File: config.mk
export PLATFORM = sky130hd
export DESIGN_NAME = mio_top
export DESIGN_NICKNAME = d
export VERILOG_FILES = /design/src/hdl/mio_edge.v /design/src/hdl/mio_sticky.v /design/src/hdl/mio_top.v
export VERILOG_INCLUDE_DIRS = /design/src /design/src/hdl
export SDC_FILE = /design/constraint.sdc
export NUM_CORES = 1
export LEC_CHECK = 0
export BUFFER_PORTS_ARGS = -buffer_cell sky130_fd_sc_hd__clkbuf_2
export CORE_ASPECT_RATIO = 0.8
export CORE_MARGIN = 5
export CORE_UTILIZATION = 50
export DETAILED_ROUTE_END_ITERATION = 8
export PLACE_DENSITY = 0.88
export SETUP_SLACK_MARGIN = 0.15
export SLEW_MARGIN = 5
export SYNTH_ARGS = -nofsm -noshare
export SYNTH_HDL_FRONTEND = slang
export SYNTH_SLANG_ARGS = --single-unit
File: constraint.sdc
create_clock -name pclk -period 2.65 [get_ports pclk]
set_clock_uncertainty 0.1 [all_clocks]
set_input_delay 0.3975 -clock pclk [delete_from_list [all_inputs] [get_ports pclk]]
set_output_delay 0.3975 -clock pclk [all_outputs]
set_load 0.05 [all_outputs]
File: src/hdl/mio_defs.vh
// Constants for the motion I/O function map block.
// Assumes one 20 MHz APB clock domain; included by bare name.
`ifndef MIO_DEFS_VH
`define MIO_DEFS_VH
// ====================================================================
// Register offsets
`define MIO_OFS_FUNC     12'h000
`define MIO_OFS_OUT      12'h004
`define MIO_OFS_IN       12'h008
`define MIO_OFS_STAT     12'h00C
`define MIO_OFS_MASK     12'h010
`define MIO_OFS_CMD      12'h014
`define MIO_OFS_BRAKE    12'h018
`define MIO_OFS_INWORD   12'h01C
`define MIO_OFS_CTRL     12'h020
// ====================================================================
// Function register fields
`define MIO_F_AN0        0
`define MIO_F_AN1        1
`define MIO_F_PLIM       2
`define MIO_F_NLIM       3
`define MIO_F_IDX4       4
`define MIO_F_IDX5       5
`define MIO_F_GO6        6
`define MIO_F_HOME6      7
`define MIO_F_NFLT9      8
`define MIO_FUNC_W       9
`define MIO_FUNC_RST     9'h00C
// ====================================================================
// Command register codes
`define MIO_CMD_W        8
`define MIO_CMD_GEN2     8'h02
`define MIO_CMD_GEN3     8'h03
`define MIO_CMD_GENW0    8'h10
`define MIO_CMD_RESTP    8'h20
// ====================================================================
// Brake assignment values
`define MIO_BRK_ON       8'h08
`define MIO_BRK_OFF      8'hFF
// ====================================================================
// Status bits
`define MIO_ST_PLIM      0
`define MIO_ST_NLIM      1
`define MIO_ST_ENLOST    2
`define MIO_ST_BADCMD    3
`define MIO_ST_IDX4      4
`define MIO_ST_IDX5      5
`define MIO_ST_NETERR    6
`define MIO_ST_GO        7
`define MIO_ST_W         8
// ====================================================================
// Misc
`define MIO_NPTS         10
`define MIO_LOWMASK      4'hF
`define MIO_OUT_RST      10'h000
`endif

File: src/hdl/mio_edge.v
// Rising edge detector for one synchronous input.
// Assumes the input is already synchronous to pclk.
`timescale 1ns/1ns
module mio_edge (
    pclk,
    presetn,
    din,
    rise
);
    input  wire pclk;
    input  wire presetn;
    input  wire din;
    output wire rise;
    reg         prev_reg;
    always @(posedge pclk or negedge presetn) begin
        if (!presetn) begin
            prev_reg <= 1'b0;
        end else begin
            prev_reg <= din;
        end
    end
    assign rise = din & ~prev_reg;
endmodule

File: src/hdl/mio_sticky.v
// One sticky status bit, write-one-to-clear; set beats clear.
// Assumes single clock domain with async active-low reset.
`timescale 1ns/1ns
module mio_sticky (
    pclk,
    presetn,
    set,
    clr,
    q
);
    input  wire pclk;
    input  wire presetn;
    input  wire set;
    input  wire clr;
    output reg  q;
    always @(posedge pclk or negedge presetn) begin
        if (!presetn) begin
            q <= 1'b0;
        end else if (set) begin
            q <= 1'b1;
        end else if (clr) begin
            q <= 1'b0;
        end
    end
endmodule

File: src/hdl/mio_top.v
// Motion I/O function map: ten logical points, APB register access.
// Assumes synchronous inputs on pclk, an APB master, async reset.
`timescale 1ns/1ns
`include "mio_defs.vh"
module mio_top (
    pclk,
    presetn,
    psel,
    penable,
    pwrite,
    paddr,
    pwdata,
    prdata,
    pready,
    pslverr,
    pin_in,
    bidir_present,
    net_error,
    fault_active,
    brake_request,
    pin_out,
    pin_oe,
    motion_allowed,
    limit_pos,
    limit_neg,
    index_ext,
    index_int,
    go_trigger,
    home_input,
    analog_sel,
    irq
);
    input  wire        pclk;
    input  wire        presetn;
    input  wire        psel;
    input  wire        penable;
    input  wire        pwrite;
    input  wire [11:0] paddr;
    input  wire [31:0] pwdata;
    output reg  [31:0] prdata;
    output reg         pready;
    output reg         pslverr;
    input  wire [9:0]  pin_in;
    input  wire        bidir_present;
    input  wire        net_error;
    input  wire        fault_active;
    input  wire        brake_request;
    output reg  [9:0]  pin_out;
    output reg  [9:0]  pin_oe;
    output reg         motion_allowed;
    output reg         limit_pos;
    output reg         limit_neg;
    output reg         index_ext;
    output reg         index_int;
    output reg         go_trigger;
    output reg         home_input;
    output reg  [1:0]  analog_sel;
    output reg         irq;

    reg  [`MIO_FUNC_W-1:0] func_reg;
    reg  [`MIO_FUNC_W-1:0] func_next;
    reg  [9:0]             gpo_reg;
    reg                    brake_en_reg;
    reg  [`MIO_ST_W-1:0]   mask_reg;
    wire [`MIO_ST_W-1:0]   stat;
    reg  [`MIO_ST_W-1:0]   stat_set;
    reg  [`MIO_ST_W-1:0]   stat_clr;
    reg  [31:0]            rdata_next;
    reg                    err_next;
    wire                   wr_en;
    wire                   bidir_ok;
    wire [4:0]             rises;
    wire                   en_fall;
    reg                    en_prev_reg;
    wire                   cmd_wr;
    wire                   brk_wr;
    wire [`MIO_CMD_W-1:0]  cmd;

    // ================================================================
    // APB decode; zero wait states, one access phase
    // Write lands only on the access edge that sees pready high
    assign wr_en  = psel & penable & pwrite & pready;
    assign cmd    = pwdata[`MIO_CMD_W-1:0];
    assign cmd_wr = wr_en & (paddr == `MIO_OFS_CMD);
    assign brk_wr = wr_en & (paddr == `MIO_OFS_BRAKE);
    assign bidir_ok = bidir_present;

    // ================================================================
    // Function map and commands
    always @* begin
        func_next = func_reg;
        if (wr_en && paddr == `MIO_OFS_FUNC) begin
            func_next = pwdata[`MIO_FUNC_W-1:0];
        end
        if (cmd_wr) begin
            case (cmd)
                `MIO_CMD_GEN2: func_next[`MIO_F_PLIM] = 1'b0;
                `MIO_CMD_GEN3: func_next[`MIO_F_NLIM] = 1'b0;
                `MIO_CMD_GENW0: func_next = {`MIO_FUNC_W{1'b0}};
                `MIO_CMD_RESTP: func_next[`MIO_F_PLIM] = 1'b1;
                default: func_next = func_next;
            endcase
        end
    end

    always @(posedge pclk or negedge presetn) begin
        if (!presetn) begin
            func_reg     <= `MIO_FUNC_RST;
            gpo_reg      <= `MIO_OUT_RST;
            brake_en_reg <= 1'b1;
            mask_reg     <= {`MIO_ST_W{1'b0}};
        end else begin
            func_reg <= func_next;
            if (wr_en && paddr == `MIO_OFS_OUT) begin
                gpo_reg <= pwdata[9:0];
            end
            if (wr_en && paddr == `MIO_OFS_MASK) begin
                mask_reg <= pwdata[`MIO_ST_W-1:0];
            end
            if (brk_wr && cmd == `MIO_BRK_ON) begin
                brake_en_reg <= 1'b1;
            end else if (brk_wr && cmd == `MIO_BRK_OFF) begin
                brake_en_reg <= 1'b0;
            end
        end
    end

    // ================================================================
    // Events and sticky status
    mio_edge u_e_pl (.pclk(pclk), .presetn(presetn),
        .din(pin_in[2]), .rise(rises[0]));
    mio_edge u_e_nl (.pclk(pclk), .presetn(presetn),
        .din(pin_in[3]), .rise(rises[1]));
    mio_edge u_e_i4 (.pclk(pclk), .presetn(presetn),
        .din(pin_in[4]), .rise(rises[2]));
    mio_edge u_e_i5 (.pclk(pclk), .presetn(presetn),
        .din(pin_in[5]), .rise(rises[3]));
    mio_edge u_e_go (.pclk(pclk), .presetn(presetn),
        .din(pin_in[6]), .rise(rises[4]));

    always @(posedge pclk or negedge presetn) begin
        if (!presetn) begin
            en_prev_reg <= 1'b0;
        end else begin
            en_prev_reg <= pin_in[7];
        end
    end
    assign en_fall = en_prev_reg & ~pin_in[7];

    always @* begin
        stat_set = {`MIO_ST_W{1'b0}};
        stat_set[`MIO_ST_PLIM]   = func_reg[`MIO_F_PLIM] & pin_in[2];
        stat_set[`MIO_ST_NLIM]   = func_reg[`MIO_F_NLIM] & pin_in[3];
        stat_set[`MIO_ST_ENLOST] = en_fall;
        stat_set[`MIO_ST_BADCMD] = brk_wr & (cmd != `MIO_BRK_ON)
                                   & (cmd != `MIO_BRK_OFF);
        stat_set[`MIO_ST_IDX4]   = func_reg[`MIO_F_IDX4] & rises[2];
        stat_set[`MIO_ST_IDX5]   = func_reg[`MIO_F_IDX5] & rises[3];
        stat_set[`MIO_ST_NETERR] = net_error;
        stat_set[`MIO_ST_GO]     = func_reg[`MIO_F_GO6] & rises[4];
        stat_clr = {`MIO_ST_W{1'b0}};
        if (wr_en && paddr == `MIO_OFS_STAT) begin
            stat_clr = pwdata[`MIO_ST_W-1:0];
        end
        if (cmd_wr && cmd == `MIO_CMD_GENW0) begin
            stat_clr = stat_clr | {`MIO_ST_W{1'b1}};
            stat_set[`MIO_ST_PLIM] = 1'b0;
            stat_set[`MIO_ST_NLIM] = 1'b0;
        end
    end

    genvar gi;
    generate
        for (gi = 0; gi < `MIO_ST_W; gi = gi + 1) begin : g_st
            mio_sticky u_st (.pclk(pclk), .presetn(presetn),
                .set(stat_set[gi]), .clr(stat_clr[gi]), .q(stat[gi]));
        end
    endgenerate

    // ================================================================
    // Read mux
    always @* begin
        rdata_next = 32'h00000000;
        err_next   = 1'b0;
        case (paddr)
            `MIO_OFS_FUNC:  rdata_next[`MIO_FUNC_W-1:0] = func_reg;
            `MIO_OFS_OUT:   rdata_next[9:0] = gpo_reg;
            `MIO_OFS_IN:    rdata_next[9:0] = pin_in;
            `MIO_OFS_STAT:  rdata_next[`MIO_ST_W-1:0] = stat;
            `MIO_OFS_MASK:  rdata_next[`MIO_ST_W-1:0] = mask_reg;
            `MIO_OFS_CMD:   rdata_next = 32'h00000000;
            `MIO_OFS_BRAKE: rdata_next[7:0] =
                brake_en_reg ? `MIO_BRK_ON : `MIO_BRK_OFF;
            `MIO_OFS_INWORD: rdata_next[3:0] = pin_in[3:0] & `MIO_LOWMASK;
            `MIO_OFS_CTRL:  rdata_next[0] = bidir_ok;
            default:        err_next = 1'b1;
        endcase
    end

    always @(posedge pclk or negedge presetn) begin
        if (!presetn) begin
            prdata  <= 32'h00000000;
            pready  <= 1'b0;
            pslverr <= 1'b0;
        end else begin
            pready  <= psel & ~penable;
            pslverr <= psel & ~penable & err_next;
            if (psel && !penable && !pwrite) begin
                prdata <= rdata_next;
            end
        end
    end

    // ================================================================
    // Pin drive and function outputs
    always @(posedge pclk or negedge presetn) begin
        if (!presetn) begin
            pin_out        <= 10'h000;
            pin_oe         <= 10'h000;
            motion_allowed <= 1'b0;
            limit_pos      <= 1'b0;
            limit_neg      <= 1'b0;
            index_ext      <= 1'b0;
            index_int      <= 1'b0;
            go_trigger     <= 1'b0;
            home_input     <= 1'b0;
            analog_sel     <= 2'h0;
            irq            <= 1'b0;
        end else begin
            pin_out[7:0] <= 8'h00;
            pin_oe[3:0]  <= 4'h0;
            pin_oe[7:6]  <= 2'h0;
            // bidir point 4 only if fitted
            pin_oe[4]  <= bidir_ok & ~func_reg[`MIO_F_IDX4];
            pin_out[4] <= bidir_ok & ~func_reg[`MIO_F_IDX4] & gpo_reg[4];
            // bidir point 5 only if fitted
            pin_oe[5]  <= bidir_ok & ~func_reg[`MIO_F_IDX5];
            pin_out[5] <= bidir_ok & ~func_reg[`MIO_F_IDX5] & gpo_reg[5];
            pin_oe[8]  <= 1'b1;
            pin_out[8] <= brake_en_reg ? brake_request : gpo_reg[8];
            pin_oe[9]  <= 1'b1;
            pin_out[9] <= func_reg[`MIO_F_NFLT9] ? gpo_reg[9] :
                          ~fault_active;
            motion_allowed <= pin_in[7];
            limit_pos  <= func_reg[`MIO_F_PLIM] & pin_in[2];
            limit_neg  <= func_reg[`MIO_F_NLIM] & pin_in[3];
            index_ext  <= func_reg[`MIO_F_IDX4] & rises[2];
            index_int  <= func_reg[`MIO_F_IDX5] & rises[3];
            go_trigger <= func_reg[`MIO_F_GO6] & rises[4];
            home_input <= func_reg[`MIO_F_HOME6] & ~func_reg[`MIO_F_GO6]
                          & pin_in[6];
            analog_sel <= {func_reg[`MIO_F_AN1], func_reg[`MIO_F_AN0]};
            irq <= |(stat & mask_reg);
        end
    end
endmodule

==> flow_metrics.py, run 1 <==
metrics = {
    "run_status": {
        "status": "finished, final reports clean",
    },
    "synth": {
        "syn_area_um2": 3500,
        "synthTopCellsByArea": "dfrtp_1 (46%), buf_4 (7.5%), mux2_2 (6.1%)",
        "async_reset_ff_share_pct": 100,
        "synth_edf_count": 0,
        "synth.avg_cell_area_um2": 10.2,
        "synth_area_leader_cell": "dfrtp_1",
        "synth_top_area_share_pct": 46.5,
        "synth_seq_cells": 68,
        "syn_inst": 343,
        "seq_area_frac_synth_pct": 48.7,
        "synth_ff_type": "dfrtp_1",
        "synth.distinct_cells": 51,
        "yosys_warnings": 0,
    },
    "sta": {
        "fin_crit_sh_pct": 92.0,
        "fin_tns_setup_ns": 0,
        "fin_hold_ws_ns": 0.0744,
        "rsz0062_at_grt": "false",
        "relSlewSlack_pct": 44.1,
        "hold_viol": 0,
        "postLayoutSetupSlackWorst_ns": 0.212,
        "min_period_ns": 2.44,
        "setup_viol_count_final": 0,
        "max_freq_ghz": 0.410,
        "worst_slew_pin_slew_ns": 0.838,
        "drv_slew": 0,
    },
    "drt": {
        "drt_pre_antenna_iters": 5,
        "vias": 2982,
        "drtIter0Drc": 297,
        "viasPerCell": 5.75,
        "wire_per_inst_um": 18.1,
        "drc": 0,
        "ant_nets": 0,
        "routed_wl_mm": 9.38,
    },
    "floorplan": {
        "die_w_um": 104,
        "core-area_um2": 6860,
        "pin_count": 127,
        "start_util_pct": 51.0,
        "die-area_um2": 8780,
        "fp.dieH_um": 84.8,
        "placement_rows": 27,
    },
    "cts": {
        "path_clk_slew_ns": 0.07,
        "cts_setup_buffers": 0,
        "clk_latency_ns": 0.35,
        "cts_tree": "built",
        "cts_made_buffers": 9,
        "clock-sinks": 68,
        "clk_path_buf_depth": 2,
        "cts_root_buf": "clkbuf_8",
        "htreeDepth": 3,
    },
    "power_and_ir_drop": {
        "peakVddDrop_mv": 0.228,
        "power_density_nw_per_um2": 515,
        "leakage_nw": 2.01,
        "total_power_mw": 2.12,
    },
    "finish": {
        "seq_area_um2": 1710,
        "drive_gt1_share_pct": 32.9,
        "n_antenna_cell": 0,
        "final_common_cell": "clkbuf_2",
        "multi_input_area_um2": 1600,
        "fin_util_pct": 60.1,
        "fillerInstances": 574,
        "fin_area_um2": 4120,
        "final_cell_mix": "clkbuf_2 (69), dfrtp_1 (65), nand2_1 (38), conb_1 (35), buf_4 (21)",
        "nets": 490,
        "final_cells": 519,
        "syn_to_final_growth_pct": 17.8,
    },
    "grt": {
        "grt_pass1_vias": 2922,
        "antenna_found_initial": 0,
        "grt_pass1_wl_mm": 15.2,
        "grt_start_max_net_pins": 69,
        "grtUsageTotal_pct": 21.6,
        "gr-total-overflow": 0,
    },
    "critical_path": {
        "cp_slowest_cell": "or4_4",
        "path_max_fanout": 8,
        "start_kind": "input pin",
        "max_stage_delay_ns": 0.53,
        "critPathRequiredTime_ns": 2.78,
        "crit_chain": "clkbuf_2, or4_4, or3_1, buf_4, or3_4, nor2_4, mux2_2",
        "worst-path-buf-inv": 2,
        "path_delay_family": "simple AND/OR/NAND/NOR gates",
        "critical_path_class": "input pin to flop",
        "cp.arrival_ns": 2.57,
        "worstSetupEndpointType": "flop",
    },
    "place": {
        "dp_hpwl_mm": 6.95,
        "place.port_buffers": 70,
        "gp_congestion": 1.01,
        "pre_cts_ws_ns": -0.211,
        "dpl_cell_area_um2": 3930,
        "dp.cells": 503,
    },
    "min_path": {
        "min_path_type": "input pin to flop",
    },
    "job": {
        "drv_cap": 0,
    },
}
what timing repair did:
action,4_1_cts,5_1_grt
endpoints found under the setup margin,0,13
hold buffers,0,0
resized for setup,0,3
power by group:
group / leakage, nW / switching, mW / total, mW / internal, mW
Clock: 0.0884 / 0.390 / 0.777 / 0.387
Sequential: 0.903 / 0.00326 / 1.05 / 1.05
Combinational: 1.02 / 0.237 / 0.297 / 0.0594
Total: 2.01 / 0.631 / 2.12 / 1.49
path summary, 6_finish.rpt:
kind                              from               to  cells after the start  slack [ns]
min in group asynchronous      presetn       pin_out[8]                      2        0.12
setup reg to reg                pready   g_st[3].u_st.q                      5        0.60
max in group asynchronous      presetn       gpo_reg[9]                      2        1.77
hold reg to reg            func_reg[1]    analog_sel[1]                      0        0.31
setup / recovery              paddr[7]      mask_reg[4]                      7        0.21
hold / removal               pin_in[5]  u_e_i5.prev_reg                      1        0.07
logic make-up (layout without fill, tap and decap cells):
group	Yosys count	after routing	synth area share [%]
AOI/OAI and AO/OA	65	65	12.6
xor gates and xnor gates	2	2	0.501
adders and majority gates	1	1	0.286
buffers and inverters	57	113	10.2
DFF	68	68	48.7
muxes	35	35	10.7
other	2	35	0.215
and+or+nand+nor	113	113	16.7
synthesized netlist by cell type, types with 3 or more instances:
master	instances
a32oi_1	3
or4_1	4
and2_1	5
nor2b_1	7
buf_2	4
mux2_2	19
a21oi_1	18
mux2i_1	16
o22ai_1	3
inv_1	6
o21ai_0	11
nor3_1	7
nand4_1	3
nand3_1	5
o31ai_1	3
and3_1	3
a22oi_1	5
a31o_2	4
or3_1	3
nor2_1	20
o211ai_1	3
a221oi_1	3
dfrtp_1	65
a32o_1	4
nor4_1	5
clkbuf_1	10
buf_4	35
nand2_1	38
dfstp_2	3
area by class of cell:
class / count / area share (%)
Sequential cell: 68 / 41.4
Multi-Input combinational cell: 251 / 38.8
Timing Repair Buffer: 91 / 12.3
Clock buffer: 12 / 3.76
Tap cell: 87 / 2.64
Clock inverter: 4 / 0.607
Inverter: 6 / 0.546
metal layers:
layer	vias to the layer above	track usage [%]	part of all wire (%)
met5	-	0	0
met4	0	8.58	2.8
met3	31	7.00	9.5
met2	174	32.9	47
met1	1451	28.8	41
li1	1326	-	-
Note: power is estimated with default switching activity, not from simulation.
==> run 2, diff against run 1 <==
Clock period 2.65 ns to 2.7 ns, I/O delays scaled along.
==> run 2 against run 1 <==
  * Hold slack improved by 0.012 ns
  * Sequential cell count did not move
  * Sequential share of layout area fell by 0.73 points
  * Sequential power barely moved
==> flow_metrics.py, run 2 (same netlist as run 1, synthesis figures left out) <==
metrics = {
    "run_status": {
        "status": "finished, final reports clean",
    },
    "place": {
        "gp_congestion": 1.00,
        "pre_cts_ws_ns": -0.201,
        "dp_hpwl_mm": 6.90,
        "place.port_buffers": 70,
    },
    "finish": {
        "syn_to_final_growth_pct": 20.0,
        "final_cell_mix": "clkbuf_2 (69), dfrtp_1 (65), nand2_1 (38), conb_1 (35)",
        "final_common_cell": "clkbuf_2",
        "drive_gt1_share_pct": 32.3,
        "nets": 491,
        "n_antenna_cell": 0,
    },
    "cts": {
        "clk_latency_ns": 0.36,
        "htreeDepth": 3,
        "cts_made_buffers": 9,
        "path_clk_slew_ns": 0.07,
        "clk_path_buf_depth": 2,
        "cts_root_buf": "clkbuf_8",
        "cts_tree": "built",
        "clock-sinks": 68,
        "cts_setup_buffers": 0,
    },
    "grt": {
        "grt_start_max_net_pins": 26,
        "grt_pass1_wl_mm": 15.0,
        "grtUsageTotal_pct": 21.4,
        "antenna_found_initial": 0,
        "grt_pass1_vias": 2978,
        "gr-total-overflow": 0,
    },
    "sta": {
        "worst_slew_pin_slew_ns": 0.626,
        "fin_tns_setup_ns": 0,
        "hold_viol": 0,
        "fin_crit_sh_pct": 92.9,
        "drv_slew": 0,
        "min_period_ns": 2.51,
        "max_freq_ghz": 0.399,
        "postLayoutSetupSlackWorst_ns": 0.193,
        "setup_viol_count_final": 0,
        "rsz0062_at_grt": "false",
        "relSlewSlack_pct": 58.2,
    },
    "critical_path": {
        "critical_path_class": "input pin to flop",
        "cp.arrival_ns": 2.64,
        "critPathRequiredTime_ns": 2.84,
        "path_max_fanout": 8,
        "worstSetupEndpointType": "flop",
        "start_kind": "input pin",
    },
    "floorplan": {
        "placement_rows": 27,
        "core-area_um2": 6860,
        "start_util_pct": 51.0,
        "die_w_um": 104,
        "pin_count": 127,
        "fp.dieH_um": 84.8,
        "die-area_um2": 8780,
    },
    "drt": {
        "drc": 0,
        "vias": 3026,
        "drtIter0Drc": 309,
        "ant_nets": 0,
        "viasPerCell": 5.82,
        "routed_wl_mm": 9.21,
        "wire_per_inst_um": 17.7,
        "drt_pre_antenna_iters": 7,
    },
    "power_and_ir_drop": {
        "power_density_nw_per_um2": 557,
        "leakage_nw": 2.05,
        "peakVddDrop_mv": 0.263,
    },
    "min_path": {
        "min_path_type": "input pin to flop",
    },
    "job": {
        "drv_cap": 0,
    },
}
-- run 2: cell types whose count changed in the layout (fill, tap and decap cells not counted), moves of 2 or more --
| cell | delta |
|---|---|
| bufinv_16 | +3 |
| clkbuf_8 | -2 |
| clkinv_4 | +2 |
| clkinvlp_4 | -2 |
-- run 2: final cells by class --
cell class | instances | area (µm²)
sequential | 68 | 1710
clock inverter | 6 | 113
fill | 575 | 2660
multi-input combinational | 251 | 1590
inverter | 6 | 22.5
tap | 87 | 109
clock buffer | 10 | 128
timing repair buffer | 92 | 531
-- run 2: layer usage --
layer  routed length, µm  share of wire [%]  global-route usage (%)  up-vias
li1                    -                  -                       -     1332
met2                4240                 46                    33.7      199
met3                1070                 12                    8.21       29
met1                3680                 40                    27.5     1466
met4                 221                2.4                    6.79        0
met5                   0                  0                       0        -
-- run 2: repair_timing --
item	CTS	global route
hold buffers	1	0
gates resized for setup	0	1
endpoints found under the hold margin	19	0
endpoints found under the setup margin	0	2
-- run 2: stage by stage --
step	total power [mW]	std cells	hold WS (ns)	utilization (%)	area, µm²
global route	2.42	520	0.0850	61.2	4200
global placement	1.33	503	0.287	57.5	3940
CTS	2.34	520	0.0843	61.1	4190
finish	2.34	520	0.0866	61.2	4200
floorplan	1.28	376	0.00941	-	3640
detailed placement	1.34	503	0.296	57.5	3940
-- run 2: final timing paths --
kind / startpoint / to / slack (ns) / cells after the start
setup / recovery: paddr[7] / mask_reg[6] / 0.19 / 7
hold / removal: pin_in[5] / u_e_i5.prev_reg / 0.09 / 1
setup reg to reg: pready / g_st[3].u_st.q / 0.63 / 5
hold reg to reg: func_reg[1] / analog_sel[1] / 0.32 / 0
max in group asynchronous: presetn / g_st[4].u_st.q / 1.36 / 3
min in group asynchronous: presetn / mask_reg[4] / 0.50 / 2
-- run 2: worst max-delay path, stage by stage --
cell	delay [ns]
clkbuf_2	0.08
or4_1	0.55
or3_1	0.38
buf_4	0.19
or3_1	0.41
nor2_4	0.26
mux2_2	0.38
-- run 2: report_power, final --
part	leakage, nW	switching, mW	internal [mW]
logic	1.02	0.232	0.0627
clock network	0.120	0.397	0.615
registers	0.903	0.00320	1.03
total	2.05	0.633	1.70
